**src/common/otsc_defs.vh**
```
`ifndef OTSC_DEFS_VH
`define OTSC_DEFS_VH

// ----------------------------------------------------------------
// clock and debounce timing
// ----------------------------------------------------------------
`define OTSC_CLK_MHZ        200
`define OTSC_DEBOUNCE_US    100
`define OTSC_DB_CYCLES      16'h4e20 // 100 us at 200 MHz, sized for the counter
`define OTSC_DB_CW          16

// ----------------------------------------------------------------
// widths and counts
// ----------------------------------------------------------------
`define OTSC_N_AXIS         2
`define OTSC_N_TERM         8
`define OTSC_N_OUT          6
`define OTSC_SEL_W          4
`define OTSC_TQ_W           9
`define OTSC_ST_W           4

// ----------------------------------------------------------------
// input terminal selection codes
// ----------------------------------------------------------------
`define OTSC_SEL_FIRST      4'h1
`define OTSC_SEL_LAST       4'h8
`define OTSC_SEL_OFF        4'h9
`define OTSC_POS_SEL_A_DEF  4'h3
`define OTSC_POS_SEL_B_DEF  4'h7
`define OTSC_NEG_SEL_A_DEF  4'h4
`define OTSC_NEG_SEL_B_DEF  4'h8

// ----------------------------------------------------------------
// stop method digits
// ----------------------------------------------------------------
`define OTSC_MID_PLUG       4'h0
`define OTSC_MID_COAST      4'h1
`define OTSC_TOP_PLUG       4'h0
`define OTSC_TOP_CLAMP      4'h1
`define OTSC_TOP_COAST      4'h2

// ----------------------------------------------------------------
// stop torque in percent of rated
// ----------------------------------------------------------------
`define OTSC_TQ_LIMIT       9'h12c
`define OTSC_TQ_DEF         9'h12c

// ----------------------------------------------------------------
// brake output terminal selection
// ----------------------------------------------------------------
`define OTSC_BK_NONE        4'h0
`define OTSC_BK_FIRST       4'h1

`endif

```
**src/core/otsc_debounce.v**
```verilog
`timescale 1ns/10ps
`default_nettype none
`include "otsc_defs.vh"

module otsc_debounce
#(
   parameter [`OTSC_DB_CW-1:0] CYCLES = `OTSC_DB_CYCLES
)
(
   input  wire clk_in,
   input  wire rstn_in,
   input  wire ce_in,
   input  wire pin_in,
   output reg  level_out
);

   reg                   sync1;
   reg                   sync2;
   reg [`OTSC_DB_CW-1:0] count;

   // ----------------------------------------------------------------
   // two-flop synchroniser, then a stability counter
   // ----------------------------------------------------------------
   // level only moves after the pin has held still for CYCLES clocks,
   // so contact bounce never reaches the stop logic
   always @(posedge clk_in or negedge rstn_in)
   begin
      if (!rstn_in)
      begin
         sync1     <= 1'b0;
         sync2     <= 1'b0;
         count     <= {`OTSC_DB_CW{1'b0}};
         level_out <= 1'b0;
      end
      else if (ce_in)
      begin
         sync1 <= pin_in;
         sync2 <= sync1;
         if (sync2 == level_out)
            count <= {`OTSC_DB_CW{1'b0}};
         else if (count >= CYCLES - 1'b1)
         begin
            count     <= {`OTSC_DB_CW{1'b0}};
            level_out <= sync2;
         end
         else
            count <= count + 1'b1;
      end
   end

endmodule
`default_nettype wire

```
**src/core/otsc_top.v**
```verilog
`timescale 1ns/10ps
`default_nettype none
`include "otsc_defs.vh"

module otsc_top
#(
   parameter [`OTSC_DB_CW-1:0] DEBOUNCE_CYCLES = `OTSC_DB_CYCLES
)
(
   input  wire                                clk_in,
   input  wire                                rstn_in,
   input  wire                                ce_in,
   input  wire [`OTSC_N_TERM-1:0]             term_in,
   input  wire [`OTSC_N_AXIS*`OTSC_SEL_W-1:0] cfg_pos_sel_in,
   input  wire [`OTSC_N_AXIS*`OTSC_SEL_W-1:0] cfg_neg_sel_in,
   input  wire [`OTSC_N_AXIS*`OTSC_SEL_W-1:0] cfg_stop_mid_in,
   input  wire [`OTSC_N_AXIS*`OTSC_SEL_W-1:0] cfg_stop_top_in,
   input  wire [`OTSC_N_AXIS*`OTSC_SEL_W-1:0] cfg_brake_sel_in,
   input  wire [`OTSC_N_AXIS*`OTSC_TQ_W-1:0]  stop_torque_in,
   input  wire [`OTSC_N_AXIS*`OTSC_TQ_W-1:0]  max_torque_in,
   input  wire [`OTSC_N_AXIS-1:0]             servo_on_in,
   input  wire [`OTSC_N_AXIS-1:0]             moving_in,
   input  wire [`OTSC_N_AXIS-1:0]             dir_pos_in,
   input  wire [`OTSC_N_AXIS-1:0]             stopped_in,
   input  wire [`OTSC_N_AXIS-1:0]             cmd_move_in,
   input  wire [`OTSC_N_AXIS-1:0]             cmd_dir_pos_in,
   output reg  [`OTSC_N_AXIS-1:0]             pos_inhibit_out,
   output reg  [`OTSC_N_AXIS-1:0]             neg_inhibit_out,
   output reg  [`OTSC_N_AXIS-1:0]             drive_enable_out,
   output reg  [`OTSC_N_AXIS-1:0]             plug_brake_out,
   output reg  [`OTSC_N_AXIS-1:0]             zero_clamp_out,
   output reg  [`OTSC_N_AXIS*`OTSC_TQ_W-1:0]  torque_limit_out,
   output reg  [`OTSC_N_OUT-1:0]              brake_release_out,
   output reg                                 cfg_loaded_out
);

   // one-hot stop states
   localparam [`OTSC_ST_W-1:0] ST_RUN   = 4'h1;
   localparam [`OTSC_ST_W-1:0] ST_BRAKE = 4'h2;
   localparam [`OTSC_ST_W-1:0] ST_COAST = 4'h4;
   localparam [`OTSC_ST_W-1:0] ST_CLAMP = 4'h8;

   // ----------------------------------------------------------------
   // reset release
   // ----------------------------------------------------------------
   reg rst_s1;
   reg rst_n;

   // reset asserts at once and releases two edges later
   always @(posedge clk_in or negedge rstn_in)
   begin
      if (!rstn_in)
      begin
         rst_s1 <= 1'b0;
         rst_n  <= 1'b0;
      end
      else
      begin
         rst_s1 <= 1'b1;
         rst_n  <= rst_s1;
      end
   end

   // ----------------------------------------------------------------
   // terminal conditioning
   // ----------------------------------------------------------------
   wire [`OTSC_N_TERM-1:0] term;
   genvar t;

   generate
      for (t = 0; t < `OTSC_N_TERM; t = t + 1)
      begin : g_term
         otsc_debounce #(.CYCLES(DEBOUNCE_CYCLES)) u_db
         (
            .clk_in    (clk_in),
            .rstn_in   (rst_n),
            .ce_in     (ce_in),
            .pin_in    (term_in[t]),
            .level_out (term[t])
         );
      end
   endgenerate

   // pick a terminal by code; out-of-range codes read as no limit
   function pick;
      input [`OTSC_SEL_W-1:0]   sel;
      input [`OTSC_N_TERM-1:0]  pins;
      reg   [`OTSC_SEL_W-1:0]   idx;
      begin
         idx  = sel - `OTSC_SEL_FIRST;
         pick = 1'b0;
         if (sel >= `OTSC_SEL_FIRST && sel <= `OTSC_SEL_LAST)
            pick = pins[idx[2:0]];
      end
   endfunction

   // ----------------------------------------------------------------
   // power-up configuration latch
   // ----------------------------------------------------------------
   reg [`OTSC_N_AXIS*`OTSC_SEL_W-1:0] pos_sel;
   reg [`OTSC_N_AXIS*`OTSC_SEL_W-1:0] neg_sel;
   reg [`OTSC_N_AXIS*`OTSC_SEL_W-1:0] stop_mid;
   reg [`OTSC_N_AXIS*`OTSC_SEL_W-1:0] stop_top;
   reg [`OTSC_N_AXIS*`OTSC_SEL_W-1:0] brake_sel;

   // capture once after release; later edits wait for a reset
   always @(posedge clk_in or negedge rst_n)
   begin
      if (!rst_n)
      begin
         pos_sel        <= {`OTSC_POS_SEL_B_DEF, `OTSC_POS_SEL_A_DEF};
         neg_sel        <= {`OTSC_NEG_SEL_B_DEF, `OTSC_NEG_SEL_A_DEF};
         stop_mid       <= {`OTSC_MID_PLUG, `OTSC_MID_PLUG};
         stop_top       <= {`OTSC_TOP_PLUG, `OTSC_TOP_PLUG};
         brake_sel      <= {`OTSC_BK_NONE, `OTSC_BK_NONE};
         cfg_loaded_out <= 1'b0;
      end
      else if (ce_in && !cfg_loaded_out)
      begin
         pos_sel        <= cfg_pos_sel_in;
         neg_sel        <= cfg_neg_sel_in;
         stop_mid       <= cfg_stop_mid_in;
         stop_top       <= cfg_stop_top_in;
         brake_sel      <= cfg_brake_sel_in;
         cfg_loaded_out <= 1'b1;
      end
   end

   // ----------------------------------------------------------------
   // per-axis stop sequencer
   // ----------------------------------------------------------------
   wire [`OTSC_N_AXIS-1:0] hold_brake;
   genvar a;

   generate
      for (a = 0; a < `OTSC_N_AXIS; a = a + 1)
      begin : g_axis
         reg  [`OTSC_ST_W-1:0] state;
         reg  [`OTSC_ST_W-1:0] next_state;
         reg                   blocked_pos;
         reg                   servo_q;
         reg  [`OTSC_TQ_W-1:0] stop_tq;
         wire [`OTSC_SEL_W-1:0] mid = stop_mid[a*`OTSC_SEL_W +: `OTSC_SEL_W];
         wire [`OTSC_SEL_W-1:0] top = stop_top[a*`OTSC_SEL_W +: `OTSC_SEL_W];
         wire [`OTSC_TQ_W-1:0]  set_tq = stop_torque_in[a*`OTSC_TQ_W +: `OTSC_TQ_W];
         wire [`OTSC_TQ_W-1:0]  max_tq = max_torque_in[a*`OTSC_TQ_W +: `OTSC_TQ_W];
         wire pos_lim = pick(pos_sel[a*`OTSC_SEL_W +: `OTSC_SEL_W], term);
         wire neg_lim = pick(neg_sel[a*`OTSC_SEL_W +: `OTSC_SEL_W], term);
         // trigger ignores the control mode entirely
         wire hit     = moving_in[a] &&
                        ((dir_pos_in[a] && pos_lim) || (!dir_pos_in[a] && neg_lim));
         wire blk_lim = blocked_pos ? pos_lim : neg_lim;
         // a command away from the blocked side is let through
         wire reverse = cmd_move_in[a] && (cmd_dir_pos_in[a] != blocked_pos);
         // coasting stop chosen by the top digit, or by the mid digit when top is plug
         wire coast_m = (top == `OTSC_TOP_COAST) ||
                        (top == `OTSC_TOP_PLUG && mid == `OTSC_MID_COAST);

         // stop torque held within 0..300 percent
         // and never above the motor's own maximum
         always @*
         begin
            stop_tq = (set_tq > `OTSC_TQ_LIMIT) ? `OTSC_TQ_LIMIT : set_tq;
            if (stop_tq > max_tq)
               stop_tq = max_tq;
         end

         // next state of the stop sequence
         always @*
         begin
            next_state = state;
            case (state)
               ST_RUN:
               begin
                  if (hit && cfg_loaded_out)
                     next_state = coast_m ? ST_COAST : ST_BRAKE;
               end
               ST_BRAKE:
               begin
                  // plug stop ends in coast unless clamp asked
                  // top digit one ends in zero clamp
                  if (stopped_in[a])
                     next_state = (top == `OTSC_TOP_CLAMP) ? ST_CLAMP : ST_COAST;
               end
               ST_COAST:
               begin
                  // fresh servo-enable edge takes control back
                  if ((servo_on_in[a] && !servo_q) || !blk_lim || reverse)
                     next_state = ST_RUN;
               end
               ST_CLAMP:
               begin
                  if (!blk_lim || reverse)
                     next_state = ST_RUN;
               end
               default:
                  next_state = ST_RUN;
            endcase
         end

         // state, blocked side and registered axis outputs
         always @(posedge clk_in or negedge rst_n)
         begin
            if (!rst_n)
            begin
               state                   <= ST_RUN;
               blocked_pos             <= 1'b0;
               servo_q                 <= 1'b0;
               pos_inhibit_out[a]      <= 1'b0;
               neg_inhibit_out[a]      <= 1'b0;
               drive_enable_out[a]     <= 1'b0;
               plug_brake_out[a]       <= 1'b0;
               zero_clamp_out[a]       <= 1'b0;
               torque_limit_out[a*`OTSC_TQ_W +: `OTSC_TQ_W] <= {`OTSC_TQ_W{1'b0}};
            end
            else if (ce_in)
            begin
               state   <= next_state;
               servo_q <= servo_on_in[a];
               if (state == ST_RUN && hit)
                  blocked_pos <= dir_pos_in[a];
               pos_inhibit_out[a] <= pos_lim;
               neg_inhibit_out[a] <= neg_lim;
               // coasting removes drive just like servo-off
               drive_enable_out[a] <= (next_state == ST_RUN && servo_on_in[a]) ||
                                      next_state == ST_BRAKE ||
                                      next_state == ST_CLAMP;
               plug_brake_out[a] <= (next_state == ST_BRAKE);
               // clamp means position loop at zero reference
               zero_clamp_out[a] <= (next_state == ST_CLAMP);
               // limited torque only while plug braking
               torque_limit_out[a*`OTSC_TQ_W +: `OTSC_TQ_W] <=
                  (next_state == ST_BRAKE) ? stop_tq : max_tq;
            end
         end

         // brake holds whenever the motor is not driven
         assign hold_brake[a] = ~drive_enable_out[a];
      end
   endgenerate

   // ----------------------------------------------------------------
   // brake output terminal routing
   // ----------------------------------------------------------------
   reg [`OTSC_N_OUT-1:0] next_brake;
   integer o;
   integer x;

   // route brake signal; shared terminals are or-ed
   always @*
   begin
      next_brake = {`OTSC_N_OUT{1'b0}};
      for (o = 0; o < `OTSC_N_OUT; o = o + 1)
         for (x = 0; x < `OTSC_N_AXIS; x = x + 1)
            if (brake_sel[x*`OTSC_SEL_W +: `OTSC_SEL_W] ==
                `OTSC_BK_FIRST + o[`OTSC_SEL_W-1:0])
               next_brake[o] = next_brake[o] | hold_brake[x];
   end

   // registered terminal drive, high holds the brake
   always @(posedge clk_in or negedge rst_n)
   begin
      if (!rst_n)
         brake_release_out <= {`OTSC_N_OUT{1'b0}};
      else if (ce_in)
         brake_release_out <= next_brake;
   end

endmodule
`default_nettype wire

```
**config.mk**
```make
export PLATFORM = sky130hd
export DESIGN_NAME = otsc_top
export DESIGN_NICKNAME = d
export VERILOG_FILES = /design/src/core/otsc_debounce.v /design/src/core/otsc_top.v
export VERILOG_INCLUDE_DIRS = /design/src /design/src/common
export SDC_FILE = /design/constraint.sdc
export NUM_CORES = 1
export LEC_CHECK = 0
export BUFFER_PORTS_ARGS = -buffer_cell sky130_fd_sc_hd__buf_2
export CORE_ASPECT_RATIO = 1.75
export CORE_UTILIZATION = 45
export DETAILED_ROUTE_END_ITERATION = 7
export PLACE_DENSITY_LB_ADDON = 0.3
export REMOVE_ABC_BUFFERS = 1
export SETUP_SLACK_MARGIN = 0.05
export SLEW_MARGIN = 20
export SYNTH_ARGS = -nofsm -noshare
export SYNTH_HDL_FRONTEND = slang
export SYNTH_SLANG_ARGS = --single-unit
```
**constraint.sdc**
```tcl
create_clock -name clk_in -period 16.1 [get_ports clk_in]
set_input_delay 3.22 -clock clk_in [delete_from_list [all_inputs] [get_ports clk_in]]
set_output_delay 3.22 -clock clk_in [all_outputs]
set_load 0.01 [all_outputs]
```
Word level (Yosys, flattened, before mapping)

Index checks and enable logic that the tools add are counted.

Register bits: 241
Bits of input ports: 99
Output and inout bits: 35
Logic and storage cells: 271

$add $sub $neg: 12
Magnitude comparators: 24
Equality and inequality tests: 42
Muxes and demuxes: 62
Bitwise logic cells: 16
Reduce and logical (&&, ||, !) cells: 56

Operator list:

| kind                  | count |
|---|---|
| $mux 16               | 16 |
| $add 16x1->16 const B | 8 |
| $ge 16x15->1 const B  | 8 |
| $mux 9                | 6 |
| $eq 4x1->1 const B    | 10 |
| $eq 4x2->1 const B    | 10 |
| $mux 4                | 10 |
| $eq 4x3->1 const B    | 8 |
| $pmux 4 s4            | 2 |
| $reduce_and 3->1      | 8 |
| $logic_and 1x1->1     | 23 |
| $mux 1                | 22 |
| $gt 9x9->1            | 2 |
| $gt 9x9->1 const B    | 2 |
| $eq 4x4->1 const B    | 4 |
| $ge 4x1->1 const B    | 4 |
| $le 4x4->1 const B    | 4 |
| $lt 3x4->1 const B    | 4 |
| $logic_or 1x1->1      | 14 |
| $bmux 1 s3            | 4 |
| $sub 3x1->3 const B   | 4 |
| $not 1->1             | 10 |
| $eq 1x1->1            | 8 |
| $logic_not 4->1       | 2 |
| other kinds (5)       | 19 |

Logic depth before layout (Yosys ltp)

Word-level depth: 14
Gate-level depth with buffers: 14
Gate-level depth less buffers: 13

Modules after synthesis

A second synthesis with hierarchy kept.

Cells, all modules: 1,378
Area, all modules: 14,072.2 µm²

By module, submodules not included:

| module        | times used | cells an instance | area an instance (µm²) |
|---|---|---|---|
| otsc_debounce | 8          | 106               | 1,092.3 |
| otsc_top      | 1          | 530               | 5,333.9 |

Least setup slack after synthesis

Ideal clock, no wire load.

Path type: input port to flip-flop
Start: input stop_torque_in[9]
End: register torque_limit_out[17]
Arrival: 5.566 ns
Required time: 15.989 ns
Path slack: 10.423 ns
Stages: 14
Path buffers: 1
Path through: o211a_1 > o21ai_0 > a21oi_1 > nor2_1 > inv_1 > ha_1 > o21a_1 > o21a_1 > o21bai_1 > a221oi_1 > or3_1 > buf_4 > o22ai_1 > a2111oi_2

Longest elaborated chain between the ends: 5

Ends and longest elaborated chain:

| element                         | RTL line       | source |
|---|---|---|
| from (decl)                     | otsc_top.v:19  | `` input wire [`OTSC_N_AXIS*`OTSC_TQ_W-1:0] stop_torque_in, `` |
| $gt 9x9->1 (no source line)     | -              |  |
| $mux 9 (*)                      | otsc_top.v:163 | `` stop_tq = (set_tq > `OTSC_TQ_LIMIT) ? `OTSC_TQ_LIMIT : set_tq; `` |
| $gt 9x9->1                      | otsc_top.v:164 | `if (stop_tq > max_tq)` |
| $mux 9 (*)                      | otsc_top.v:164 |  |
| $mux 9 (*)                      | otsc_top.v:233 | `(next_state == ST_BRAKE) ? stop_tq : max_tq;` |
| to (signal, indexed assignment) | otsc_top.v:214 | `` torque_limit_out[a*`OTSC_TQ_W +: `OTSC_TQ_W] <= {`OTSC_TQ_W{1'b0}}; `` |
| to (signal, indexed assignment) | otsc_top.v:232 | `` torque_limit_out[a*`OTSC_TQ_W +: `OTSC_TQ_W] <= `` |
| to (decl)                       | otsc_top.v:32  | `` output reg [`OTSC_N_AXIS*`OTSC_TQ_W-1:0] torque_limit_out, `` |

Mark *: on every way between the ends. The rest lies on a longest branch, timed or not.
A chain may end at the register's enable or synchronous reset.

==> impl_metrics.toml <==
[pwr]
power.total_mw = 1.45
pwr_density_cell_nw_per_um2 = 98.2
p_leak_nw = 6.79
ir_drop_uv = 63.0

[cts]
clk_pin_slew_ps = 70
cts_resized = 0
cts_setup_buffers = 0
clk_path_buf_depth = 3
clockRootBuffer = "clkbuf_16"
cts_tree = "done"
holdBufCountCts = 0
cts_buffers = 24
clk_latency_ps = 530
htreeDepth = 1
cts_num_sinks = 241

[critical_path]
crit_type = "in -> reg"
cp_max_fo = 113
crit_arrival_ps = 6140
max_stage_delay_ps = 900
r2r_slack_ps = 13160
reg2regPathDepth = 9
start_kind = "input pin"
critical_path_required_ps = 16500
critPathBufInv = 2
critPathSlowestCell = "nand4_1"
crit_path_end = "g_term[0].u_db.count[3]"
cp-end-kind = "register"
critPathTopFamily = "buffers and inverters"
cp-startpoint = "ce_in"
crit_chain = "buf_6 -> buf_4 -> nand4_1 -> nor2b_1 -> o21ai_0 -> o31ai_1"
rr_endpoint = "torque_limit_out[7]"
rr_startpoint = "pos_sel[0]"
worst-path-stages = 6

[detailed_routing]
drt_wl_total_um = 29300
dr.pass1.iters = 5
drcViolationCount = 0
vias = 10400
drt_iter0_drc = 520
postRouteAntennaNets = 0
vias_per_cell = 5.66
wire_per_inst_um = 15.9

[synth]
ys_seq_elements = 241
synthDistinctLibCells = 79
yosys-top-cells-area = "dfrtp_1, o21ai_0, mux2_2"
synth_top_area_share_pct = 44.7
yosys-top-cells-count = "dfrtp_1, o21ai_0, nand2_1"
synth_area_per_cell_um2 = 9.72
synth_area_um2 = 13000
synth_most_common_cell = "dfrtp_1"
seq_area_frac_synth_pct = 46.6
synth-edff-count = 0
synth_cells = 1335
synth_warnings = 0
synthFlopType = "dfrtp_1"
async_flop_share_pct = 100
yosys.area.top_type = "dfrtp_1"

[cells_and_area]
drive_gt1_share_pct = 18.8
largest-register = "g_term.u_db.count"
largest_reg_flops = 128
n_fill_cell = 2613
fin_nets = 1580
multi_input_area_um2 = 6430
seq_area_um2 = 6050
syn_to_final_growth_pct = 13.8
reg_top3 = "g_term.u_db.count: 128 flops, torque_limit_out: 18 flops"

[timing]
setup_violations = 0
post-route-period-util_pct = 35.7
clock_skew_ps = 12.2
whs_ps = 344
slew_viol_final = 0
maxSlewHeadroom_pct = 35.2
max_freq_ghz = 0.174
hold_viol_final = 0
worstMarginPinSlew_ps = 970
tns_ps = 0
rsz0062_at_grt = "false"
period_needed_ps = 5740

[global_routing]
antenna_found_initial = 2
grt_max_degree = 114
overflow = 0
grt_usage_pct = 20.3
grt_pass1_vias = 10200
grt_pass1_wl_um = 48600

[floorplanning]
dieArea_um2 = 29500
start_util_pct = 46.0
die_h_um = 227
io_pins = 134
core_um2 = 28200
fp-row-count = 81
die_x_um = 130

[placed_design]
gp_congestion = 0.802
port-buffer-count = 133
place_hpwl_um = 20200

[hold_path]
min_path_type = "reg -> async"

[job]
drv_cap = 0

[status]
status = "finished, final reports clean"
metal layers:
layer / share of wire [%] / wire length, um / global-route usage, %
met5: 0 / 0 / 0
met4: 2.8 / 828 / 7.56
met3: 3.7 / 1090 / 2.29
met2: 53 / 15400 / 37.6
met1: 41 / 12000 / 23.7
power by group:
| group | switching [mW] | leakage (nW) | internal (mW) |
|---|---|---|---|
| clock | 0.237 | 0.394 | 0.332 |
| combinational | 0.109 | 3.27 | 0.0848 |
| sequential | 0.0381 | 3.13 | 0.649 |
per-stage QoR:
step,setup WS [ps],utilization [%],instance area (um^2),instances
after floorplan,8900,-,12700,1281
after global placement,9940,49.4,13900,1793
after detailed placement,9850,49.4,13900,1793
after CTS,10410,52.3,14700,1836
after global routing,10020,52.4,14800,1839
final,10360,52.4,14800,1839
placed cells by master (no fill, tap or decap), drive strengths merged, types with 6 or more instances in the layout:
cell type    n
nand2b      50
a31oi       12
inv         70
nand2      127
o41ai       12
xor2         8
nor2b       22
and3        71
o31ai       30
nand4       21
o21ai      167
o21a        15
a21oi       24
buf        140
a21o        16
nor3        23
nor4        12
o2bb2ai     15
dfstp        9
o22ai        9
nor2        80
nand3       32
clkbuf      37
mux2        54
mux4         8
a2111oi      7
dfrtp      232
mux2i       13
nor3b       23
and3b        6
a21boi       7
ha          34
o221ai       7
kinds of logic (layout without fill, tap and decap cells):
group	after synthesis	count (layout)	share of synthesized area, %
buf+inv	124	253	3.89
mux	75	75	7.14
other cells	1	3	0.0289
fa+ha+maj	34	34	3.28
compound gates	361	361	18.4
simple gates	490	490	20.1
flops	241	241	46.6
xor+xnor	9	9	0.608
layout make-up:
type | instances | area share (%)
Sequential cell | 241 | 41.0
Multi-Input combinational cell | 970 | 43.6
Timing Repair Buffer | 140 | 5.04
Tap cell | 373 | 3.16
Clock inverter | 6 | 0.415
Inverter | 70 | 1.78
Antenna cell | 2 | 0.0339
Clock buffer | 37 | 5.02
how the worst min path moves through the flow:
stage	endpoint	slack [ps]	cells after the start
after floorplan	rst_n	330	0
after global placement	rst_n	330	0
after detailed placement	rst_n	340	0
after CTS	rst_n	350	0
after global routing	rst_n	350	0
final	g_term[3].u_db.count[7]	340	0
Power figures use the tool's default switching activity.
